===== config.mk =====
export PLATFORM = sky130hd
export DESIGN_NAME = boot_config_eeprom_detect
export DESIGN_NICKNAME = d
export VERILOG_FILES = /design/src/boot_cfg_pkg.sv /design/src/boot_config_eeprom_detect.sv
export VERILOG_INCLUDE_DIRS = /design/src
export SDC_FILE = /design/constraint.sdc
export NUM_CORES = 1
export LEC_CHECK = 0
export ABC_AREA = 1
export BUFFER_PORTS_ARGS = -buffer_cell sky130_fd_sc_hd__buf_2
export CORE_UTILIZATION = 50
export CTS_BUF_LIST = sky130_fd_sc_hd__clkbuf_4 sky130_fd_sc_hd__clkbuf_8
export DETAILED_ROUTE_END_ITERATION = 8
export PLACE_DENSITY_LB_ADDON = 0.08
export SLEW_MARGIN = 20
export SYNTH_ARGS = -nofsm -noshare
export SYNTH_HDL_FRONTEND = slang
export SYNTH_SLANG_ARGS = --single-unit

===== constraint.sdc =====
create_clock -name clk_sys -period 1.72 [get_ports clk_sys]
set_input_delay 0.172 -clock clk_sys [delete_from_list [all_inputs] [get_ports clk_sys]]
set_output_delay 0.172 -clock clk_sys [all_outputs]
set_load 0.005 [all_outputs]

===== src/boot_cfg_regs.svh =====
// register offsets, write values and reset values of the start-up loader
`ifndef BOOT_CFG_REGS_SVH
`define BOOT_CFG_REGS_SVH

// internal register bus offsets
`define PCS_TX_BUFFER_CTRL_ADDR 16'hD300
`define PCS_RX_BUFFER_CTRL_ADDR 16'hD301
`define TBI_AUTONEG_CTRL_ADDR 16'hD302
`define TBI_PARTNER_STATUS_ADDR 16'hD303
`define GLOBAL_WRED_THRESHOLD_A_ADDR 16'h0400
`define GLOBAL_WRED_THRESHOLD_B_ADDR 16'h0401
`define MAC_CONTROL_FOUR_BASE 16'h0900
`define PORT_BP_THRESHOLD_A_BASE 16'h0A00
`define PORT_BP_THRESHOLD_B_BASE 16'h0A01
`define PORT_STRIDE 16'h0010
`define TAILDROP_THRESHOLD_ONE_ADDR 16'h0B01
`define TAILDROP_THRESHOLD_TWO_ADDR 16'h0B02
`define TAILDROP_THRESHOLD_THREE_ADDR 16'h0B03
`define TAILDROP_THRESHOLD_FOUR_ADDR 16'h0B04
`define QUEUE_RESERVE_BASE 16'h1000
`define QUEUE_WRED_MIN_BASE 16'h1100
`define QUEUE_WRED_MAX_BASE 16'h1200
`define QUEUE_WEIGHT_BASE 16'h1300
`define SWITCH_GLOBAL_CONFIG_ADDR 16'hE000

// values written during self-start
`define PCS_BUFFER_RUN 16'h0001
`define PCS_RX_BUFFER_INIT 16'h0003
`define TBI_AUTONEG_VALUE 16'h00F0
`define TBI_PARTNER_VALUE 16'h0021
`define GLOBAL_WRED_VALUE 16'h0100
`define MAC_CONTROL_FOUR_VALUE 16'h1494
`define PORT_BP_A_VALUE 16'h0018
`define PORT_BP_B_VALUE 16'h001E
`define TAILDROP_VALUE 16'h03FF
`define QUEUE_RESERVE_VALUE 16'h001E
`define QUEUE_WRED_VALUE 16'h03FF
`define QUEUE_WEIGHT_VALUE 16'hFFFF
`define SWITCH_ENABLE_VALUE 16'h8000

// memory probe
`define PROBE_LAST_ADDR 8'h05
`define CONFIRM_ADDR 8'h06
`define DIVIDER_ADDR 8'h07
`define CONFIRM_VALUE 8'hAA
`define ID_PATTERN 16'h5454
`define ID_MASK 16'hFCFC

// spi master reset values
`define ADDR_MODE_RESET 2'h2
`define SPI_SPI_CLOCK_DIVIDER_RESET 8'hFF

// strap synchroniser: edges until all three stages hold the pin level
`define STRAP_SETTLE_COUNT 2'h3

`endif


===== src/boot_cfg_pkg.sv =====
// types of the start-up configuration loader
package boot_cfg_pkg;

  typedef enum logic [3:0] {
    ST_STRAP = 4'h0,
    ST_WRITE = 4'h1,
    ST_WAIT_ACK = 4'h2,
    ST_READ = 4'h3,
    ST_READ_WAIT = 4'h4,
    ST_CHECK = 4'h5,
    ST_CONFIRM = 4'h6,
    ST_LOAD = 4'h7,
    ST_SKIP = 4'h8,
    ST_DONE = 4'h9
  } state_t;

  typedef enum logic [4:0] {
    SQ_TXB_RUN = 5'h00,
    SQ_RXB_INIT = 5'h01,
    SQ_RXB_RUN = 5'h02,
    SQ_ANEG = 5'h03,
    SQ_PARTNER = 5'h04,
    SQ_WRED_A = 5'h05,
    SQ_WRED_B = 5'h06,
    SQ_MAC4 = 5'h07,
    SQ_BP_A = 5'h08,
    SQ_BP_B = 5'h09,
    SQ_TD1 = 5'h0A,
    SQ_TD2 = 5'h0B,
    SQ_TD3 = 5'h0C,
    SQ_TD4 = 5'h0D,
    SQ_Q_RES = 5'h0E,
    SQ_Q_WMIN = 5'h0F,
    SQ_Q_WMAX = 5'h10,
    SQ_Q_WEIGHT = 5'h11,
    SQ_GCFG = 5'h12
  } step_t;

  typedef enum logic [1:0] {
    AM_9BIT = 2'h0,
    AM_16BIT = 2'h1,
    AM_24BIT = 2'h2,
    AM_24BIT_HS = 2'h3
  } addr_mode_t;

endpackage : boot_cfg_pkg


===== src/boot_config_eeprom_detect.sv =====
// start-up loader: with the no-wait strap, self-start register writes, then memory detection; without it, memory detection only
//
// Summary of operation
// write 0001h to run PCS transmit buffer
// receive buffer: write 0003h, then 0001h
// autoneg 00F0h, then partner status 0021h
// both global WRED thresholds get 0100h
// every port MAC control four gets 1494h
// per-port backpressure thresholds 0018h and 001Eh
// four tail-drop thresholds all get 03FFh
// every queue reservation gets 001Eh
// every queue WRED green min/max 03FFh
// every queue weight FFFFh, strict priority
// finally write 8000h to global config
// no-wait strap: self-start first, then probe
// probe starts manual, low speed, 24-bit
// read first six memory bytes
// receive word 010101XX010101XX means probably present
// copy low two bits into address mode
// with new mode read addresses 6, 7
// confirmed only when address 6 is AAh
// load clock divider from address 7
// after divider set, start record loading
// mode 00 9-bit,01 16-bit,10/11 24-bit
// failed check skips memory, keeps self-start
`timescale 1ns/10ps
`default_nettype none
`include "boot_cfg_regs.svh"

module boot_config_eeprom_detect #(
  parameter int N_PORTS = 5,
  parameter int N_QUEUES = 32
) (
  // clock and reset
  input wire logic clk_sys,
  input wire logic rst_n,
  // strap pin
  input wire logic no_wait_strap,
  // internal register bus master
  output logic reg_wr_req,
  output logic [15:0] reg_addr,
  output logic [15:0] reg_wdata,
  input wire logic reg_wr_ack,
  // spi master byte read port
  output logic spi_rd_req,
  output logic [7:0] spi_rd_addr,
  input wire logic spi_rd_valid,
  input wire logic [7:0] spi_rd_data,
  // spi master configuration
  output logic spi_manual_mode,
  output logic [1:0] memory_address_mode,
  output logic [7:0] spi_clock_divider,
  // status
  output logic selfstart_done,
  output logic eeprom_detected,
  output logic load_start,
  output logic boot_done
);

  if (N_PORTS < 1 || N_PORTS > 256
      || N_QUEUES < 1 || N_QUEUES > 256) begin : g_count_check
    $error("port and queue counts must lie in 1..256");
  end

  boot_cfg_pkg::state_t state;
  boot_cfg_pkg::step_t step;
  logic [7:0] idx;
  logic strap_s1;
  logic strap_s2;
  logic strap_s3;
  logic [1:0] strap_fill;
  logic strap_ready;
  logic no_wait;
  logic [15:0] spi_master_rx_word;
  logic [7:0] confirm_byte;
  logic [7:0] divider_byte;
  logic id_match;
  logic [7:0] last_idx;

  // address and data of one self-start write
  function automatic logic [31:0] seq_entry(
    input boot_cfg_pkg::step_t s,
    input logic [7:0] i
  );
    logic [15:0] po;
    logic [15:0] qo;
    po = 16'({8'h00, i} * `PORT_STRIDE);
    qo = {8'h00, i};
    case (s)
      boot_cfg_pkg::SQ_TXB_RUN:
        seq_entry = {`PCS_TX_BUFFER_CTRL_ADDR, `PCS_BUFFER_RUN};
      boot_cfg_pkg::SQ_RXB_INIT:
        seq_entry = {`PCS_RX_BUFFER_CTRL_ADDR, `PCS_RX_BUFFER_INIT};
      boot_cfg_pkg::SQ_RXB_RUN:
        seq_entry = {`PCS_RX_BUFFER_CTRL_ADDR, `PCS_BUFFER_RUN};
      boot_cfg_pkg::SQ_ANEG:
        seq_entry = {`TBI_AUTONEG_CTRL_ADDR, `TBI_AUTONEG_VALUE};
      boot_cfg_pkg::SQ_PARTNER:
        seq_entry = {`TBI_PARTNER_STATUS_ADDR, `TBI_PARTNER_VALUE};
      boot_cfg_pkg::SQ_WRED_A:
        seq_entry = {`GLOBAL_WRED_THRESHOLD_A_ADDR, `GLOBAL_WRED_VALUE};
      boot_cfg_pkg::SQ_WRED_B:
        seq_entry = {`GLOBAL_WRED_THRESHOLD_B_ADDR, `GLOBAL_WRED_VALUE};
      boot_cfg_pkg::SQ_MAC4:
        seq_entry = {16'(`MAC_CONTROL_FOUR_BASE + po), `MAC_CONTROL_FOUR_VALUE};
      boot_cfg_pkg::SQ_BP_A:
        seq_entry = {16'(`PORT_BP_THRESHOLD_A_BASE + po), `PORT_BP_A_VALUE};
      boot_cfg_pkg::SQ_BP_B:
        seq_entry = {16'(`PORT_BP_THRESHOLD_B_BASE + po), `PORT_BP_B_VALUE};
      boot_cfg_pkg::SQ_TD1:
        seq_entry = {`TAILDROP_THRESHOLD_ONE_ADDR, `TAILDROP_VALUE};
      boot_cfg_pkg::SQ_TD2:
        seq_entry = {`TAILDROP_THRESHOLD_TWO_ADDR, `TAILDROP_VALUE};
      boot_cfg_pkg::SQ_TD3:
        seq_entry = {`TAILDROP_THRESHOLD_THREE_ADDR, `TAILDROP_VALUE};
      boot_cfg_pkg::SQ_TD4:
        seq_entry = {`TAILDROP_THRESHOLD_FOUR_ADDR, `TAILDROP_VALUE};
      boot_cfg_pkg::SQ_Q_RES:
        seq_entry = {16'(`QUEUE_RESERVE_BASE + qo), `QUEUE_RESERVE_VALUE};
      boot_cfg_pkg::SQ_Q_WMIN:
        seq_entry = {16'(`QUEUE_WRED_MIN_BASE + qo), `QUEUE_WRED_VALUE};
      boot_cfg_pkg::SQ_Q_WMAX:
        seq_entry = {16'(`QUEUE_WRED_MAX_BASE + qo), `QUEUE_WRED_VALUE};
      boot_cfg_pkg::SQ_Q_WEIGHT:
        seq_entry = {16'(`QUEUE_WEIGHT_BASE + qo), `QUEUE_WEIGHT_VALUE};
      boot_cfg_pkg::SQ_GCFG:
        seq_entry = {`SWITCH_GLOBAL_CONFIG_ADDR, `SWITCH_ENABLE_VALUE};
      default:
        seq_entry = {`SWITCH_GLOBAL_CONFIG_ADDR, `SWITCH_ENABLE_VALUE};
    endcase
  endfunction : seq_entry

  // last index of a step that repeats per port or per queue
  function automatic logic [7:0] step_last(input boot_cfg_pkg::step_t s);
    case (s)
      boot_cfg_pkg::SQ_MAC4, boot_cfg_pkg::SQ_BP_A, boot_cfg_pkg::SQ_BP_B:
        step_last = 8'(N_PORTS - 1);
      boot_cfg_pkg::SQ_Q_RES, boot_cfg_pkg::SQ_Q_WMIN,
      boot_cfg_pkg::SQ_Q_WMAX, boot_cfg_pkg::SQ_Q_WEIGHT:
        step_last = 8'(N_QUEUES - 1);
      default:
        step_last = 8'h00;
    endcase
  endfunction : step_last

  assign last_idx = step_last(step);
  // don't-care bits masked off
  assign id_match = (spi_master_rx_word & `ID_MASK) == `ID_PATTERN;

  // strap pin: three stages, the level counts once stages two and three agree
  always_ff @(posedge clk_sys or negedge rst_n) begin
    if (!rst_n) begin
      strap_s1 <= 1'b0;
      strap_s2 <= 1'b0;
      strap_s3 <= 1'b0;
      strap_fill <= 2'h0;
    end else begin
      strap_s1 <= no_wait_strap;
      strap_s2 <= strap_s1;
      strap_s3 <= strap_s2;
      if (strap_fill != `STRAP_SETTLE_COUNT) begin
        strap_fill <= 2'(strap_fill + 2'h1);
      end
    end
  end

  // sampled once after reset; later strap changes are ignored
  always_ff @(posedge clk_sys or negedge rst_n) begin
    if (!rst_n) begin
      strap_ready <= 1'b0;
      no_wait <= 1'b0;
    end else if (!strap_ready && strap_fill == `STRAP_SETTLE_COUNT
                 && strap_s2 == strap_s3) begin
      strap_ready <= 1'b1;
      no_wait <= strap_s3;
    end
  end

  // sequencer, register bus writes and memory read requests
  always_ff @(posedge clk_sys or negedge rst_n) begin
    if (!rst_n) begin
      state <= boot_cfg_pkg::ST_STRAP;
      step <= boot_cfg_pkg::SQ_TXB_RUN;
      idx <= 8'h00;
      reg_wr_req <= 1'b0;
      reg_addr <= 16'h0000;
      reg_wdata <= 16'h0000;
      spi_rd_req <= 1'b0;
      spi_rd_addr <= 8'h00;
      selfstart_done <= 1'b0;
      load_start <= 1'b0;
      boot_done <= 1'b0;
    end else begin
      load_start <= 1'b0;
      case (state)
        boot_cfg_pkg::ST_STRAP: begin
          if (strap_ready) begin
            // without the strap the probe starts at once
            state <= no_wait ? boot_cfg_pkg::ST_WRITE
                             : boot_cfg_pkg::ST_READ;
          end
        end
        boot_cfg_pkg::ST_WRITE: begin
          {reg_addr, reg_wdata} <= seq_entry(step, idx);
          reg_wr_req <= 1'b1;
          state <= boot_cfg_pkg::ST_WAIT_ACK;
        end
        boot_cfg_pkg::ST_WAIT_ACK: begin
          if (reg_wr_ack) begin
            reg_wr_req <= 1'b0;
            if (step == boot_cfg_pkg::SQ_GCFG) begin
              selfstart_done <= 1'b1;
              state <= boot_cfg_pkg::ST_READ;
            end else if (idx != last_idx) begin
              idx <= 8'(idx + 8'h01);
              state <= boot_cfg_pkg::ST_WRITE;
            end else begin
              idx <= 8'h00;
              step <= boot_cfg_pkg::step_t'(5'(step + 5'h01));
              state <= boot_cfg_pkg::ST_WRITE;
            end
          end
        end
        boot_cfg_pkg::ST_READ: begin
          spi_rd_req <= 1'b1;
          state <= boot_cfg_pkg::ST_READ_WAIT;
        end
        boot_cfg_pkg::ST_READ_WAIT: begin
          if (spi_rd_valid) begin
            spi_rd_req <= 1'b0;
            if (spi_rd_addr == `PROBE_LAST_ADDR) begin
              state <= boot_cfg_pkg::ST_CHECK;
            end else if (spi_rd_addr == `DIVIDER_ADDR) begin
              state <= boot_cfg_pkg::ST_CONFIRM;
            end else begin
              spi_rd_addr <= 8'(spi_rd_addr + 8'h01);
              state <= boot_cfg_pkg::ST_READ;
            end
          end
        end
        boot_cfg_pkg::ST_CHECK: begin
          if (id_match) begin
            spi_rd_addr <= `CONFIRM_ADDR;
            state <= boot_cfg_pkg::ST_READ;
          end else begin
            state <= boot_cfg_pkg::ST_SKIP;
          end
        end
        boot_cfg_pkg::ST_CONFIRM: begin
          state <= (confirm_byte == `CONFIRM_VALUE)
                   ? boot_cfg_pkg::ST_LOAD : boot_cfg_pkg::ST_SKIP;
        end
        boot_cfg_pkg::ST_LOAD: begin
          load_start <= 1'b1;
          boot_done <= 1'b1;
          state <= boot_cfg_pkg::ST_DONE;
        end
        boot_cfg_pkg::ST_SKIP: begin
          boot_done <= 1'b1;
          state <= boot_cfg_pkg::ST_DONE;
        end
        boot_cfg_pkg::ST_DONE: begin
          state <= boot_cfg_pkg::ST_DONE;
        end
        default: begin
          state <= boot_cfg_pkg::ST_DONE;
        end
      endcase
    end
  end

  // captured memory bytes and spi master configuration
  always_ff @(posedge clk_sys or negedge rst_n) begin
    if (!rst_n) begin
      spi_master_rx_word <= 16'h0000;
      confirm_byte <= 8'h00;
      divider_byte <= 8'h00;
      spi_manual_mode <= 1'b1;
      memory_address_mode <= `ADDR_MODE_RESET;
      spi_clock_divider <= `SPI_SPI_CLOCK_DIVIDER_RESET;
      eeprom_detected <= 1'b0;
    end else begin
      if (state == boot_cfg_pkg::ST_READ_WAIT && spi_rd_valid) begin
        case (spi_rd_addr)
          8'h00: spi_master_rx_word[15:8] <= spi_rd_data;
          8'h01: spi_master_rx_word[7:0] <= spi_rd_data;
          `CONFIRM_ADDR: confirm_byte <= spi_rd_data;
          `DIVIDER_ADDR: divider_byte <= spi_rd_data;
          default: confirm_byte <= confirm_byte;
        endcase
      end
      if (state == boot_cfg_pkg::ST_CHECK && id_match) begin
        memory_address_mode <= spi_master_rx_word[1:0];
      end
      if (state == boot_cfg_pkg::ST_CONFIRM && confirm_byte == `CONFIRM_VALUE) begin
        spi_clock_divider <= divider_byte;
        eeprom_detected <= 1'b1;
        // record loading runs on the configured divider, not manual mode
        spi_manual_mode <= 1'b0;
      end
    end
  end
endmodule : boot_config_eeprom_detect

`default_nettype wire


==> key figures <==
Setup path
  • WP data arrival: 2.22 ns
  • R2R cell count: 12
  • Reg2reg end: step[4]
  • R2r startpoint: step[4]
  • Worst setup path category: reg -> reg
  • Worst Path Max Fanout: 6
  • R2r setup slk: -0.24 ns
  • Crit end category: flop
  • Req. time, crit path: 1.98 ns
  • Crit path launch type: flop

Finish
  • Final instance area: 6840 um2
  • Final-stage net count: 790
  • Layout fillers: 814
  • N_diodes: 0
  • Layout area overhead: 31.4%
  • Share of cells above drive strength 1: 34.6%
  • Final Util: 68.7%
  • Post-Layout Cell Count: 902

STA
  • WHS: 0.127 ns
  • Crit share post-route: 114%
  • Final Hold Fails: 0
  • Post-route setup slack: -0.236 ns
  • Max Clock Skew: 0.0109 ns
  • Slew HR: 73.5%
  • Finish-stage setup viols: 33
  • Count of pins over their slew limit: 0
  • Worst slew pin tran: 0.395 ns
  • Tmin final: 1.96 ns
  • RSZ-0062 raised after global routing: yes
  • Final setup TNS: -4.06 ns
  • F_max: 0.511 GHz

Die
  • Die area: 10,800 um2
  • Core ar.: 9950 um2
  • Rows: 36
  • Die H: 104 um
  • Die Wd: 104 um
  • Io pins: 70
  • Initial core utilization: 52.3%

Yosys
  • Most area-hungry cell type in the Yosys netlist: dfrtp_1
  • Simple-Gate Fraction of Synth Area: 26.4%
  • Post-Syn Instances: 630
  • Synth top cells by count: nand2_1, dfrtp_1, inv_1
  • Ys async rst share: 100%
  • Ranking of synthesized cells by area: dfrtp_1, nand2_1, o21ai_0, dfstp_2, inv_1
  • Mean Syn Cell Area: 8.26 um2
  • Synthesized cell area: 5210 um2
  • Post-synth cell types: 37
  • Mux share of post-synthesis cell area: 0.216%
  • #FFs+latches synth: 107
  • Largest family of logic cells by synthesized area: simple AND/OR/NAND/NOR gates
  • Post-synthesis compound-gate area fraction: 10.2%
  • Synth top area share: 46.6%
  • Warning count from the yosys run: 0
  • Post-synthesis sequential area ratio: 51.7%
  • Primary FF master, synth: dfrtp_1
  • Adder-cell share of the synthesized area: 3.12%
  • Post-synth EDFFs: 0
  • Count leader, synth: nand2_1
  • Syn nets: 656
  • Xor and xnor fraction of the mapped netlist area: 1.51%

Pwr
  • Total power: 6.76 mW
  • Pwr Density: 988 nW/um2
  • Clock share of power: 22.6%
  • Peak supply drop: 554 uV
  • P_sw: 2.43 mW
  • Pleak: 3.42 nW
  • Switch share: 35.9%
  • P_int: 4.33 mW
  • Sequential Power Share: 47.4%
  • Combinational power share: 29.9%

Min path
  • Worst Hold Launch: spi_rd_data[2]
  • Worst Hold Endpoint: spi_master_rx_word[10]
  • Hold path depth: 3
  • Hold/Removal Path Class: in -> reg

Placement
  • Number of port buffers: 69
  • Setup slack at placement: -0.190 ns
  • Inst Count DP: 870
  • Area after DPL: 6090 um2
  • Placer Congestion: 0.915
  • DP HPWL: 8680 um

Run status
  • Status: complete, but fails checks
  • Failing checks: negative setup slack

Global route
  • Tot GR Track Use: 23.4%
  • Number of global-route vias before repair: 4,289
  • Initial antenna violation count: 0
  • Pin count of the biggest net entering global routing: 60
  • Total global routing overflow: 0
  • First-pass GRT wire length: 20,600 um

Routing
  • WL final: 12,900 um
  • Drt initial violations: 241
  • Pre-Repair DR Iteration Count: 5
  • Vias post-DR: 4,708
  • ANT nets after route: 0
  • Via/cell ratio: 5.22
  • Post-route DRC: 0
  • Wire per inst: 14.3 um

CTS
  • Clock sink count: 107
  • Clk_lat worst skew: 0.37 ns
  • CTS clk-pin slew, worst paths: 0.10 ns
  • CTS tree: built
  • Inserted Clock Buffers: 9
  • Clk buf depth: 2
  • Htree depth: 3
  • Root Buffer: clkbuf_8

Job
  • Max cap viols: 0
## logic make-up after synthesis
kind of cell	after synthesis
AO/OA/AOI/OAI	96
flip-flops	107
AND/OR/NAND/NOR	314
adder cells (fa/ha/maj)	13
XOR/XNOR	9
multiplexers	1
buffers and inverters	90
## metal layers
metal | wire length (um) | global-route usage, % | vias up
li1 | - | - | 2300
met1 | 6050 | 34.8 | 2218
met2 | 5870 | 35.0 | 167
met3 | 686 | 3.26 | 23
met4 | 296 | 7.96 | 0
met5 | 0 | 0 | -
## layout by cell type, fill, tap and decap left out, types with 2 or more instances in the layout
master and instances:
o22ai_4 2, nand2_2 11, dfrtp_2 7, dfstp_2 10
nor3b_1 2, clkinv_1 3, nor3_1 13, buf_12 2
o21bai_1 4, xor2_1 8, o21ai_1 14, a21oi_1 7
inv_4 3, o21ai_2 7, inv_2 12, dlygate4sd3_1 2
o211ai_1 3, clkbuf_8 9, ha_1 8, nor2_4 8
nor2_1 37, clkinv_2 2, nand2_4 8, a31oi_1 4
buf_6 6, nor2_2 7, nand3_1 26, nand3_4 7
nand3_2 2, or2_2 6, ha_4 4, a21oi_2 2
inv_1 55, o21ai_0 45, buf_2 68, nor3_2 7
dfrtp_1 90, buf_4 60, nand4_1 9, nand2_1 169
## worst max path at each step
stage	startpoint	cells after the start	to	slack [ns]
after global routing	step[4]	12	step[4]	-0.36
after global placement	step[1]	13	step[4]	-0.11
final	step[4]	12	step[4]	-0.24
after CTS	step[1]	13	step[4]	-0.11
after detailed placement	step[0]	13	step[4]	-0.19
after floorplan	step[1]	12	idx[6]	0.007
## sequential cells by signal, indices dropped and copies added (netlist names), 4 cells and up
register / flops
idx: 8
state: 4
divider_byte: 8
reg_wdata: 13
spi_rd_addr: 8
confirm_byte: 8
reg_addr: 15
spi_clock_divider: 8
spi_master_rx_word: 14
step: 5
## layout make-up
cell class / count / area, um2 / area share (%)
inverter: 73 / 282 / 4.11
timing repair buffer: 139 / 933 / 13.6
clock buffer: 10 / 131 / 1.92
multi-input combinational: 434 / 2570 / 37.5
tap: 133 / 166 / 2.43
sequential: 107 / 2700 / 39.4
clock inverter: 6 / 65.1 / 0.951
## worst max-delay path, cell delays in order (launching register included)
cell     delay [ns]
dfrtp_2        0.48
inv_2          0.19
nand2_1        0.16
inv_2          0.11
nand2_2        0.10
nand3_1        0.14
inv_1          0.07
nor2_2         0.11
nor2_2         0.07
nor2_4         0.20
nand2_2        0.10
nand2_1        0.07
o21ai_1        0.06
## what timing repair did
action | 4_1_cts | 5_1_grt
resized for setup | 34 | 83
cloned | 0 | 1
buffers inserted | 7 | 6
pin swaps | 14 | 26
hold buffers | 2 | 0
endpoints found under the setup margin | 40 | 82
endpoints found under the hold margin | 98 | 0
## power by group through the flow
| stage | Sequential, mW | Clock (mW) | Combinational (mW) |
|---|---|---|---|
| after floorplan | 3.16 | 0 | 1.11 |
| after global placement | 3.20 | 0 | 1.66 |
| after detailed placement | 3.22 | 0 | 1.70 |
| after CTS | 3.18 | 1.57 | 1.79 |
| after global routing | 3.25 | 1.67 | 2.27 |
| final | 3.21 | 1.53 | 2.03 |
(Power assumes the default switching activity.)
